===== src/core/lrsd_pkg.sv =====
/*
 Constants for the legacy region and compatible SMM RAM decoder.
 Assumes a byte-wide configuration port addressed by register offset.
*/
package lrsd_pkg;
    localparam logic [7:0] FHC_OFFSET = 8'h97;
    localparam logic [7:0] SMC_OFFSET = 8'h9D;
    localparam logic [7:0] SEG_ATTR_BASE = 8'h90;
    localparam logic [7:0] SEG_ATTR_LAST = 8'h96;
    localparam logic [7:0] FHC_RESET = 8'h00;
    localparam logic [7:0] SMC_RESET = 8'h02;
    localparam logic [7:0] SEG_ATTR_RESET = 8'h00;
    localparam int HOLE_EN_BIT = 7;
    localparam int OPEN_BIT = 6;
    localparam int CLOSED_BIT = 5;
    localparam int LOCK_BIT = 4;
    localparam int GSMRAM_BIT = 3;
    localparam logic [2:0] COMPAT_BASE = 3'h2;
    localparam logic [31:0] DOS_LOW_TOP = 32'h0007FFFF;
    localparam logic [31:0] DOS_HIGH_TOP = 32'h0009FFFF;
    localparam logic [31:0] VIDEO_TOP = 32'h000BFFFF;
    localparam logic [31:0] EXP_TOP = 32'h000DFFFF;
    localparam logic [31:0] EXTB_TOP = 32'h000EFFFF;
    localparam logic [31:0] ONE_MB = 32'h00100000;
    localparam logic [31:0] HOLE_LO = 32'h00F00000;
    localparam logic [31:0] HOLE_HI = 32'h00FFFFFF;
    typedef enum logic [1:0] {
        LRSD_DRAM,
        LRSD_PCI,
        LRSD_AGP,
        LRSD_REFUSE
    } lrsd_route_t;
endpackage


===== src/core/lrsd_decode.sv =====
/*
 Legacy low-memory decoder with fixed hole and compatible SMM RAM control.
 Assumes host requests are one-cycle strobes synchronous to core_clk and
 that the configuration master never stalls.
*/
// Function
// - Lowest 512 KB always goes to DRAM
// - 80000-9FFFF to DRAM unless hole declared
// - Video buffer ignores attributes, goes PCI/AGP
// - Video PCI or AGP by VGA enable
// - SMM video range refused to hub/AGP
// - C0000-DFFFF eight 16 KB attribute segments
// - E0000-EFFFF four 16 KB attribute segments
// - F0000-FFFFF one 64 KB attribute segment
// - Hole enable removes 15-16 MB from DRAM
// - DRAM under hole is never relocated
// - Open, closed, lock act only when enabled
// - Open and unlocked exposes SMM RAM to every host cycle
// - Closed denies data, allows code references
// - Lock clears open, freezes locked fields
// - Lock clears only on full reset
// - Global enable maps SMM RAM at A0000
// - Base segment reads fixed 010
// - SMM RAM unmapped, else forwarded to hub
// - Read/write claim attributes choose DRAM/PCI
`timescale 1ns/10ps
`default_nettype none
module lrsd_decode (
    input wire logic core_clk,
    input wire logic rst,
    input wire logic [7:0] cfg_addr,
    input wire logic [7:0] cfg_wdata,
    input wire logic cfg_wr,
    input wire logic cfg_rd,
    output logic [7:0] cfg_rdata,
    input wire logic vga_to_agp,
    input wire logic req_valid,
    input wire logic [31:0] req_addr,
    input wire logic req_write,
    input wire logic req_smm,
    input wire logic req_code,
    input wire logic req_from_host,
    output logic rsp_valid,
    output lrsd_pkg::lrsd_route_t rsp_route
);
    logic [7:0] seg_attr [7];
    logic hole_enable;
    logic smm_space_open;
    logic smm_space_closed;
    logic smm_space_locked;
    logic global_smm_ram_enable;
    logic [7:0] next_rdata;
    lrsd_pkg::lrsd_route_t next_route;
    logic [3:0] claim_nib;
    logic claim;
    logic smm_ok;
    logic in_video;

    // Segment attribute registers, reserved nibble bits held at zero
    genvar gi;
    generate
        for (gi = 0; gi < 7; gi++) begin : g_attr
            always_ff @(posedge core_clk) begin
                if (rst) begin
                    seg_attr[gi] <= lrsd_pkg::SEG_ATTR_RESET;
                end else if (cfg_wr && cfg_addr ==
                             lrsd_pkg::SEG_ATTR_BASE + 8'(gi)) begin
                    seg_attr[gi] <= cfg_wdata & 8'h33;
                end
            end
        end
    endgenerate

    always_ff @(posedge core_clk) begin
        if (rst) begin
            hole_enable <= lrsd_pkg::FHC_RESET[lrsd_pkg::HOLE_EN_BIT];
        end else if (cfg_wr && cfg_addr == lrsd_pkg::FHC_OFFSET) begin
            hole_enable <= cfg_wdata[lrsd_pkg::HOLE_EN_BIT];
        end
    end

    // Lock is sticky; only the synchronous reset can clear it
    always_ff @(posedge core_clk) begin
        if (rst) begin
            smm_space_locked <= lrsd_pkg::SMC_RESET[lrsd_pkg::LOCK_BIT];
        end else if (cfg_wr && cfg_addr == lrsd_pkg::SMC_OFFSET &&
                     cfg_wdata[lrsd_pkg::LOCK_BIT]) begin
            smm_space_locked <= 1'b1;
        end
    end

    always_ff @(posedge core_clk) begin
        if (rst) begin
            smm_space_open <= lrsd_pkg::SMC_RESET[lrsd_pkg::OPEN_BIT];
            global_smm_ram_enable <=
                lrsd_pkg::SMC_RESET[lrsd_pkg::GSMRAM_BIT];
            smm_space_closed <= lrsd_pkg::SMC_RESET[lrsd_pkg::CLOSED_BIT];
        end else if (cfg_wr && cfg_addr == lrsd_pkg::SMC_OFFSET) begin
            smm_space_closed <= cfg_wdata[lrsd_pkg::CLOSED_BIT];
            if (!smm_space_locked) begin
                // Writing lock in the same write still kills open
                smm_space_open <= cfg_wdata[lrsd_pkg::OPEN_BIT] &&
                    !cfg_wdata[lrsd_pkg::LOCK_BIT];
                global_smm_ram_enable <=
                    cfg_wdata[lrsd_pkg::GSMRAM_BIT];
            end
        end
    end

    always_comb begin
        next_rdata = 8'h00;
        if (cfg_addr >= lrsd_pkg::SEG_ATTR_BASE &&
            cfg_addr <= lrsd_pkg::SEG_ATTR_LAST) begin
            next_rdata = seg_attr[3'(cfg_addr - lrsd_pkg::SEG_ATTR_BASE)];
        end else if (cfg_addr == lrsd_pkg::FHC_OFFSET) begin
            next_rdata[lrsd_pkg::HOLE_EN_BIT] = hole_enable;
        end else if (cfg_addr == lrsd_pkg::SMC_OFFSET) begin
            next_rdata[lrsd_pkg::OPEN_BIT] = smm_space_open;
            next_rdata[lrsd_pkg::CLOSED_BIT] = smm_space_closed;
            next_rdata[lrsd_pkg::LOCK_BIT] = smm_space_locked;
            next_rdata[lrsd_pkg::GSMRAM_BIT] = global_smm_ram_enable;
            next_rdata[2:0] = lrsd_pkg::COMPAT_BASE;
        end
    end

    always_ff @(posedge core_clk) begin
        if (rst) begin
            cfg_rdata <= 8'h00;
        end else if (cfg_rd) begin
            cfg_rdata <= next_rdata;
        end else begin
            cfg_rdata <= 8'h00;
        end
    end

    // Pick the attribute nibble for the 16 KB or 64 KB segment
    always_comb begin
        claim_nib = 4'h0;
        if (req_addr[19:16] == 4'hF) begin
            claim_nib = seg_attr[0][7:4];
        end else if (req_addr[19:18] == 2'b11) begin
            // C0000-EFFFF: two 16 KB segments per register
            claim_nib = req_addr[14] ?
                seg_attr[3'(req_addr[17:15]) + 3'h1][7:4] :
                seg_attr[3'(req_addr[17:15]) + 3'h1][3:0];
        end
    end

    assign claim = req_write ? claim_nib[1] : claim_nib[0];
    assign in_video = req_addr > lrsd_pkg::DOS_HIGH_TOP &&
                      req_addr <= lrsd_pkg::VIDEO_TOP;
    // Disabled SMM RAM ignores open/closed/lock entirely
    assign smm_ok = global_smm_ram_enable &&
        ((smm_space_open && !smm_space_locked) ||
         (req_smm && (req_code || !smm_space_closed)));

    always_comb begin
        next_route = lrsd_pkg::LRSD_PCI;
        if (req_addr <= lrsd_pkg::DOS_LOW_TOP) begin
            next_route = lrsd_pkg::LRSD_DRAM;
        end else if (req_addr <= lrsd_pkg::DOS_HIGH_TOP) begin
            next_route = hole_enable ? lrsd_pkg::LRSD_PCI :
                                       lrsd_pkg::LRSD_DRAM;
        end else if (in_video) begin
            if (!req_from_host) begin
                next_route = global_smm_ram_enable ?
                    lrsd_pkg::LRSD_REFUSE : lrsd_pkg::LRSD_PCI;
            end else if (smm_ok) begin
                next_route = lrsd_pkg::LRSD_DRAM;
            end else begin
                next_route = vga_to_agp ? lrsd_pkg::LRSD_AGP :
                                          lrsd_pkg::LRSD_PCI;
            end
        end else if (req_addr < lrsd_pkg::ONE_MB) begin
            // Non-host initiators always hit DRAM in attribute areas
            next_route = (!req_from_host || claim) ?
                lrsd_pkg::LRSD_DRAM : lrsd_pkg::LRSD_PCI;
        end else if (hole_enable && req_addr >= lrsd_pkg::HOLE_LO &&
                     req_addr <= lrsd_pkg::HOLE_HI) begin
            next_route = lrsd_pkg::LRSD_PCI;
        end else begin
            next_route = lrsd_pkg::LRSD_DRAM;
        end
    end

    always_ff @(posedge core_clk) begin
        if (rst) begin
            rsp_valid <= 1'b0;
            rsp_route <= lrsd_pkg::LRSD_DRAM;
        end else begin
            rsp_valid <= req_valid;
            if (req_valid) begin
                rsp_route <= next_route;
            end
        end
    end

    property p_low_dram;
        @(posedge core_clk) disable iff (rst)
        req_valid && req_addr <= lrsd_pkg::DOS_LOW_TOP |=>
            rsp_valid && rsp_route == lrsd_pkg::LRSD_DRAM;
    endproperty
    a_low_dram: assert property (p_low_dram)
        else $error("low 512 KB not routed to DRAM");

    property p_dos_hole;
        @(posedge core_clk) disable iff (rst)
        req_valid && req_addr > lrsd_pkg::DOS_LOW_TOP &&
        req_addr <= lrsd_pkg::DOS_HIGH_TOP |=>
            rsp_route == ($past(hole_enable) ? lrsd_pkg::LRSD_PCI :
                          lrsd_pkg::LRSD_DRAM);
    endproperty
    a_dos_hole: assert property (p_dos_hole)
        else $error("upper DOS area misrouted");

    property p_hub_refused;
        @(posedge core_clk) disable iff (rst)
        req_valid && in_video && !req_from_host &&
        global_smm_ram_enable |=> rsp_route == lrsd_pkg::LRSD_REFUSE;
    endproperty
    a_hub_refused: assert property (p_hub_refused)
        else $error("SMM video range not refused to hub or AGP");

    property p_vga_agp;
        @(posedge core_clk) disable iff (rst)
        req_valid && in_video && req_from_host && !req_smm &&
        !smm_space_open |=>
            rsp_route == ($past(vga_to_agp) ? lrsd_pkg::LRSD_AGP :
                          lrsd_pkg::LRSD_PCI);
    endproperty
    a_vga_agp: assert property (p_vga_agp)
        else $error("video buffer PCI/AGP choice wrong");

    property p_high_hole;
        @(posedge core_clk) disable iff (rst)
        req_valid && hole_enable && req_addr >= lrsd_pkg::HOLE_LO &&
        req_addr <= lrsd_pkg::HOLE_HI |=>
            rsp_route != lrsd_pkg::LRSD_DRAM;
    endproperty
    a_high_hole: assert property (p_high_hole)
        else $error("15-16 MB hole decoded to DRAM");

    property p_lock_sticky;
        @(posedge core_clk) disable iff (rst)
        smm_space_locked |=> smm_space_locked && !smm_space_open;
    endproperty
    a_lock_sticky: assert property (p_lock_sticky)
        else $error("lock cleared or open set while locked");

    property p_lock_freezes;
        @(posedge core_clk) disable iff (rst)
        smm_space_locked |=> $stable(global_smm_ram_enable);
    endproperty
    a_lock_freezes: assert property (p_lock_freezes)
        else $error("locked field changed");

    property p_closed_data;
        @(posedge core_clk) disable iff (rst)
        req_valid && in_video && req_from_host && req_smm && !req_code &&
        smm_space_closed && !smm_space_open |=>
            rsp_route != lrsd_pkg::LRSD_DRAM;
    endproperty
    a_closed_data: assert property (p_closed_data)
        else $error("closed SMM space gave data access");

    property p_base_seg;
        @(posedge core_clk) disable iff (rst)
        cfg_rd && cfg_addr == lrsd_pkg::SMC_OFFSET |=>
            cfg_rdata[2:0] == lrsd_pkg::COMPAT_BASE && !cfg_rdata[7];
    endproperty
    a_base_seg: assert property (p_base_seg)
        else $error("SMM control readback wrong");

    property p_gsmram_off;
        @(posedge core_clk) disable iff (rst)
        req_valid && in_video && req_from_host &&
        !global_smm_ram_enable |=> rsp_route != lrsd_pkg::LRSD_DRAM;
    endproperty
    a_gsmram_off: assert property (p_gsmram_off)
        else $error("SMM RAM visible while disabled");

    property p_video_no_attr;
        @(posedge core_clk) disable iff (rst)
        req_valid && in_video && req_from_host &&
        !global_smm_ram_enable |=>
            rsp_route == ($past(vga_to_agp) ? lrsd_pkg::LRSD_AGP :
                          lrsd_pkg::LRSD_PCI);
    endproperty
    a_video_no_attr: assert property (p_video_no_attr)
        else $error("video buffer not sent to PCI or AGP");

    property p_smm_open;
        @(posedge core_clk) disable iff (rst)
        req_valid && in_video && req_from_host && global_smm_ram_enable &&
        smm_space_open && !smm_space_locked |=>
            rsp_route == lrsd_pkg::LRSD_DRAM;
    endproperty
    a_smm_open: assert property (p_smm_open)
        else $error("open SMM space not visible");

    property p_smm_map;
        @(posedge core_clk) disable iff (rst)
        req_valid && in_video && req_from_host && global_smm_ram_enable &&
        req_smm && !smm_space_closed |=>
            rsp_route == lrsd_pkg::LRSD_DRAM;
    endproperty
    a_smm_map: assert property (p_smm_map)
        else $error("SMM cycle missed SMM RAM");

    property p_code_ref;
        @(posedge core_clk) disable iff (rst)
        req_valid && in_video && req_from_host && global_smm_ram_enable &&
        req_smm && req_code |=> rsp_route == lrsd_pkg::LRSD_DRAM;
    endproperty
    a_code_ref: assert property (p_code_ref)
        else $error("SMM code reference refused");

    property p_smm_forward;
        @(posedge core_clk) disable iff (rst)
        req_valid && in_video && req_from_host && !req_smm &&
        !smm_space_open |=> rsp_route != lrsd_pkg::LRSD_DRAM;
    endproperty
    a_smm_forward: assert property (p_smm_forward)
        else $error("non-SMM cycle reached SMM RAM");

    property p_bios_read;
        @(posedge core_clk) disable iff (rst)
        req_valid && req_from_host && !req_write && seg_attr[0][4] &&
        req_addr[31:16] == 16'h000F |=> rsp_route == lrsd_pkg::LRSD_DRAM;
    endproperty
    a_bios_read: assert property (p_bios_read)
        else $error("BIOS segment read not claimed");

    property p_bios_write;
        @(posedge core_clk) disable iff (rst)
        req_valid && req_from_host && req_write && !seg_attr[0][5] &&
        req_addr[31:16] == 16'h000F |=> rsp_route == lrsd_pkg::LRSD_PCI;
    endproperty
    a_bios_write: assert property (p_bios_write)
        else $error("unclaimed BIOS write reached DRAM");

    property p_exp_low;
        @(posedge core_clk) disable iff (rst)
        req_valid && req_from_host && !req_write && seg_attr[1][0] &&
        req_addr[31:14] == 18'h00030 |=> rsp_route == lrsd_pkg::LRSD_DRAM;
    endproperty
    a_exp_low: assert property (p_exp_low)
        else $error("first expansion segment read not claimed");

    property p_exp_high;
        @(posedge core_clk) disable iff (rst)
        req_valid && req_from_host && req_write && !seg_attr[1][5] &&
        req_addr[31:14] == 18'h00031 |=> rsp_route == lrsd_pkg::LRSD_PCI;
    endproperty
    a_exp_high: assert property (p_exp_high)
        else $error("second expansion segment write misrouted");

    property p_ext_bios;
        @(posedge core_clk) disable iff (rst)
        req_valid && req_from_host && req_write && seg_attr[6][5] &&
        req_addr[31:14] == 18'h0003B |=> rsp_route == lrsd_pkg::LRSD_DRAM;
    endproperty
    a_ext_bios: assert property (p_ext_bios)
        else $error("last extended BIOS segment write not claimed");

    property p_above_dram;
        @(posedge core_clk) disable iff (rst)
        req_valid && req_addr >= lrsd_pkg::ONE_MB && !(hole_enable &&
        req_addr >= lrsd_pkg::HOLE_LO && req_addr <= lrsd_pkg::HOLE_HI) |=>
            rsp_route == lrsd_pkg::LRSD_DRAM;
    endproperty
    a_above_dram: assert property (p_above_dram)
        else $error("memory above 1 MB relocated or forwarded");

    property p_fhc_reserved;
        @(posedge core_clk) disable iff (rst)
        cfg_rd && cfg_addr == lrsd_pkg::FHC_OFFSET |=>
            cfg_rdata[6:0] == 7'h00;
    endproperty
    a_fhc_reserved: assert property (p_fhc_reserved)
        else $error("hole control reserved bits not zero");

    property p_lock_write;
        @(posedge core_clk) disable iff (rst)
        cfg_wr && cfg_addr == lrsd_pkg::SMC_OFFSET &&
        cfg_wdata[lrsd_pkg::LOCK_BIT] |=>
            smm_space_locked && !smm_space_open;
    endproperty
    a_lock_write: assert property (p_lock_write)
        else $error("lock write left SMM space open");
endmodule
`default_nettype wire


===== config.mk =====
export PLATFORM = sky130hd
export DESIGN_NAME = lrsd_decode
export DESIGN_NICKNAME = d
export VERILOG_FILES = /design/src/core/lrsd_pkg.sv /design/src/core/lrsd_decode.sv
export SDC_FILE = /design/constraint.sdc
export NUM_CORES = 1
export LEC_CHECK = 0
export BUFFER_PORTS_ARGS = -buffer_cell sky130_fd_sc_hd__buf_2
export CORE_MARGIN = 4
export CORE_UTILIZATION = 55
export CTS_CLUSTER_SIZE = 40
export DETAILED_ROUTE_END_ITERATION = 8
export HOLD_SLACK_MARGIN = 0.02
export PLACE_DENSITY = 0.84
export SETUP_SLACK_MARGIN = 0.3
export SKIP_CTS_REPAIR_TIMING = 1
export SLEW_MARGIN = 15
export SYNTH_ARGS = -nofsm -noshare
export SYNTH_HDL_FRONTEND = slang
export SYNTH_SLANG_ARGS = --single-unit

===== constraint.sdc =====
create_clock -name core_clk -period 3 [get_ports core_clk]
set_input_delay 0.15 -clock core_clk [delete_from_list [all_inputs] [get_ports core_clk]]
set_output_delay 0.15 -clock core_clk [all_outputs]
set_load 0.1 [all_outputs]

== Word-level counts from Yosys, hierarchy flattened ==
Memories as Yosys holds them, arrays and structs flattened.
Cells that the tools add are included.
Word-level totals
  logic and storage cells: 116
  memories: 1
  input port bits: 58
  output and inout port bits: 11
  bits in latches: 0
  bits in writable memories: 28
  register bits after elaboration: 16
  ROM bits: 0
Memories
  seg_attr: words 7, width 4, read ports 3, clocked after Yosys merged registers in 0, wr ports 7, RTL line lrsd_decode.sv:46  | logic [7:0] seg_attr [7];
Operators by class
  divide/modulo/power cells: 0
  mux-type cells: 49
  equal/unequal tests: 11
  multiply operators: 0
  shifts and indexed selects: 0
  reduce and logical (&&, ||, !) cells: 27
  add/subtract/negate cells: 2
  order comparisons: 9
  bitwise operators: 9
Operator list (number)
  $eq 8x8->1 const B: 9
  $le 32x20->1 const B: 2
  $ge 32x24->1 const B: 1
  $gt 32x20->1 const B: 1
  $le 32x19->1 const B: 1
  $le 32x24->1 const B: 1
  $lt 32x21->1 const B: 1
  $mux 1: 29
  $mux 4: 7
  $mux 2: 10
  $logic_and 1x1->1: 18
  $mux 7: 2
  $ge 8x8->1 const B: 1
  $le 8x8->1 const B: 1
  $mux 8: 1
  $or 1x1->1: 7
  $eq 4x4->1 const B: 1
  $logic_not 1->1: 4
  $add 3x1->3 const B: 1
  $logic_or 1x1->1: 3
  $sub 3x1->3 const B: 1
  $eq 2x2->1 const B: 1
  $not 1->1: 2
  $reduce_and 2->1: 1
  $reduce_or 2->1: 1

== Logic depth before layout (Yosys ltp) ==
An unclocked memory read counts as a cell.
  depth in word-level cells: 12
  mapped depth: 8
  depth with buffers taken out: 7

== Worst setup path after synthesis ==
OpenSTA, ideal clock, no wires.
  kind: input to register
  from: input req_addr[15]
  to: register rsp_route[0]
  setup time: 74 ps
  data required time: 2926 ps
  buffers on the path: 1
  arrival time: 1595 ps
  slack: 1331 ps
  stages: 8
  path through: ha_1 -> buf_6 -> mux4_2 -> nand2_1 -> o21ai_0 -> o211ai_1 -> o311ai_1 -> a31oi_1
Between the ends
  word-level cells in the longest chain between the ends: 12
  elaborated cells on any way between the ends: 23
  those cells by class: add/sub (1); order compare (7); mux (10); reduce/logical (4); memory (1)
RTL lines
  start: declaration: RTL line lrsd_decode.sv:38  | input wire logic [31:0] req_addr,
  $add 3x1->3: RTL line lrsd_decode.sv:144, lrsd_decode.sv:145
  $mem_v2 7x4
  $mux 2: RTL line lrsd_decode.sv:143  | claim_nib = req_addr[14] ?
  $mux 2: RTL line lrsd_decode.sv:141  | end else if (req_addr[19:18] == 2'b11) begin
  $mux 2: RTL line lrsd_decode.sv:139  | if (req_addr[19:16] == 4'hF) begin
  $mux 1: RTL line lrsd_decode.sv:149  | assign claim = req_write ? claim_nib[1] : claim_nib[0];
  $logic_or 1x1->1: RTL line lrsd_decode.sv:176  | next_route = (!req_from_host || claim) ?
  $mux 1: RTL line lrsd_decode.sv:176
  $mux 1: RTL line lrsd_decode.sv:174  | end else if (req_addr < lrsd_pkg::ONE_MB) begin
  $mux 2: RTL line lrsd_decode.sv:164  | end else if (in_video) begin
  $mux 2: RTL line lrsd_decode.sv:161  | end else if (req_addr <= lrsd_pkg::DOS_HIGH_TOP) begin
  $mux 2 *: RTL line lrsd_decode.sv:159  | if (req_addr <= lrsd_pkg::DOS_LOW_TOP) begin
  end signal: assignment: RTL line lrsd_decode.sv:189  | rsp_route <= lrsd_pkg::LRSD_DRAM;
  end signal: assignment: RTL line lrsd_decode.sv:193  | rsp_route <= next_route;
  end: declaration: RTL line lrsd_decode.sv:44  | output lrsd_pkg::lrsd_route_t rsp_route
Mark *: on every way between the ends. The rest lies on a longest branch, timed or not.
A chain may end at the register's enable or synchronous reset.

== Worst setup path after layout ==
Same ends and word-level chain as after synthesis.

==> impl_results.md <==
* Full die area at 5460 um^2
* Post-Layout Inst Area at 2760 um^2
* Min-delay worst type: in2reg
* Initial antenna violation count at 0
* # rows at 23
* Core Area at 4090 um^2
* Number of buffers created by CTS at 5
* Mapped Area at 2390 um^2
* Synth top area share at 35.2%
* Final worst path period need at 1880 ps
* Critical Path Sink Type: register
* Commonest cells after routing, fill and taps aside: sky130_fd_sc_hd__buf_2, sky130_fd_sc_hd__and2_1, sky130_fd_sc_hd__edfxtp_1, sky130_fd_sc_hd__nand2_1, sky130_fd_sc_hd__dfxtp_1
* Layout fillers at 309
* Overflow after GRT at 0
* Power per cell area at 443 nW/um^2
* Global-route wire length before repair at 8450 um
* Number of DRC markers in iteration 0 at 90
* Overall track demand over capacity in global routing at 20.9%
* Hold Vio Cnt, Final at 0
* Die X at 73.9 um
* Run status: finished clean
* Highest ir drop seen on vdd at 0.000384 V
* Detail Placement HPWL at 4210 um
* Leakage power total at 0.00109 uW
* Total placed cells including tap cells at 311
* First-pass DRT Iterations at 4
* Maximum net fanout on the critical path at 9
* Worst reg2reg endpoint: rsp_route[0]
* Number of warning messages in the yosys log at 0
* Number of unique standard cell types used by synthesis at 46
* Antenna diode count at 0
* Total power draw at 1220 uW
* Reg-to-Reg Start: seg_attr[1][0]
* Async set-reset flop share out of synthesis at 0%
* Final cell count without fillers at 319
* Top cell type by total area after synthesis: sky130_fd_sc_hd__edfxtp_1
* Layout Nets at 327
* Number of H-tree branching levels at 2
* DIE HEIGHT at 73.9 um
* Count of boundary I/O pins at 69
* Post-synthesis instance total at 218
* Register area share after synthesis at 47.8%
* Final Max Tran Viols at 0
* Per-cell routed wire length at 17.0 um
* Maximum capacitance violations at 0
* Clock Tree Buf Depth at 2
* Area contributors post-synth: sky130_fd_sc_hd__edfxtp_1, sky130_fd_sc_hd__dfxtp_1, sky130_fd_sc_hd__and2_1
* End-of-flow core utilization at 67.5%
* Worst-Skew Late Latency at 290 ps
* Initial cell density of the core at 58.5%
* Placer's final routability congestion estimate at 0.845
* Launch point of the worst hold path: cfg_wdata[7]
* Most common flop cell mapped by yosys: sky130_fd_sc_hd__edfxtp_1
* Fraction of final layout cells sized beyond drive strength 1 at 26.8%
* Root buffer cell: sky130_fd_sc_hd__clkbuf_8
* Capture endpoint of the worst hold path: hole_enable
* Maximum number of pins on one net before global-route repair at 22
* Category of the most critical setup path: in2reg
* Routed vias at 1877
* Vias in the first global route at 1800
* Post-place instance area at 2660 um^2
* Portion of the clock cycle consumed by the worst path in the final layout at 62.7%
* Required time of the critical path at 3210 ps
* RSZ-0062 raised after global routing: false
* Routed vias/inst at 5.88
* Kind of start point of the critical path: primary input
* Post-CTS clock slew at the launch and capture registers of the worst setup and hold paths at 80 ps
* Post-route ant nets at 0
* Worst reg-to-reg path cell count at 5
* Fmax achieved at 0.532 GHz
* Final sum of negative setup slack at 0 ps
* Port Buffer Count at 52
* Post-Route WL at 5410 um
* Hold Path Depth at 3
* Number of nets in the synthesized netlist at 277
* Most common cell after layout, fill and taps aside: sky130_fd_sc_hd__buf_2
* Count of endpoints failing setup in the final report at 0
* TritonCTS Sinks at 43
* Area Overhead vs Synth at 15.5%
* Reg2Reg Setup Slack at 1330 ps
* DRC violations left at 0
* Number of flip-flops and latches in the synthesized netlist at 43
* Synth Area per Inst at 11.0 um^2
* Crit path arrival time at 2090 ps
* TritonCTS clock tree: yes
* Clock Skew at 6.36 ps
* Number of enable flip-flop cells after synthesis at 28
worst max path at each step:
stage / from / endpoint / cells past startpoint
2_1_floorplan: req_addr[15] / rsp_route[0] / 8
3_3_place_gp: req_addr[15] / rsp_route[0] / 8
3_5_place_dp: req_addr[15] / rsp_route[0] / 8
4_1_cts: req_addr[15] / rsp_route[0] / 8
5_1_grt: req_addr[15] / rsp_route[0] / 8
6_report: req_addr[15] / rsp_route[0] / 8
logic make-up (layout without fill, tap and decap cells):
kind of cell,count (synthesis),in the layout,synth area share (%)
other cells,1,1,0.157
simple gates,94,94,22.1
fa+ha+maj,1,1,0.524
compound gates,41,41,11.0
mux,24,24,14.9
buf+inv,13,64,2.88
xor+xnor,1,1,0.681
flops,43,43,47.8
cell usage after synthesis (all sizes together) (3+ instances only):
library cell  instances
a21oi                 9
and2                 30
buf                   4
clkbuf                5
dfxtp                15
edfxtp               28
inv                   4
mux2                  3
mux2i                13
mux4                  8
nand2                21
nand2b                6
nand3                 4
nor2                 10
nor2b                 4
nor3                  5
nor4                  3
o211ai                3
o21ai                11
o21bai                7
power by group:
group          switching, uW  internal (uW)  leakage (uW)
Sequential              13.7            650      0.000387
Combinational           89.2           74.8      0.000652
Clock                    181            215     0.0000506
Total                    283            940       0.00109
per-stage QoR:
step	hold slack, ps	setup slack [ps]
final	118	1120
after global routing	127	998
after CTS	108	1110
after detailed placement	423	797
after global placement	405	850
after floorplan	278	1330
state kept, by name, indices dropped and copies added, names as in the netlist:
signal                 count
cfg_rdata                  7
global_smm_ram_enable      1
rsp_valid                  1
smm_space_closed           1
smm_space_open             1
hole_enable                1
rsp_route                  2
seg_attr                  28
smm_space_locked           1
critical path, cell delays in order:
cell,delay [ps]
sky130_fd_sc_hd__buf_2,180
sky130_fd_sc_hd__ha_1,560
sky130_fd_sc_hd__mux4_2,550
sky130_fd_sc_hd__nand2_1,70
sky130_fd_sc_hd__o21ai_0,80
sky130_fd_sc_hd__o211ai_1,180
sky130_fd_sc_hd__o311ai_1,120
sky130_fd_sc_hd__a31oi_1,210
area by class of cell:
| class | count | area, um^2 | share of cell area [%] |
|---|---|---|---|
| clock buffers | 8 | 101 | 3.67 |
| inverters | 4 | 15.0 | 0.544 |
| multi-input cells | 162 | 1180 | 42.7 |
| flip-flops and latches | 43 | 1140 | 41.4 |
| well taps | 50 | 62.6 | 2.27 |
| repair buffers | 52 | 260 | 9.43 |
routing by layer:
| metal | track usage (%) | part of all wire (%) | up-vias |
|---|---|---|---|
| met5 | 0 | 0 | - |
| met4 | 7.65 | 2.0 | 0 |
| met3 | 4.38 | 8.5 | 11 |
| met2 | 34.3 | 48 | 90 |
| met1 | 27.4 | 41 | 872 |
| li1 | - | - | 904 |
(Power assumes the default switching activity.)
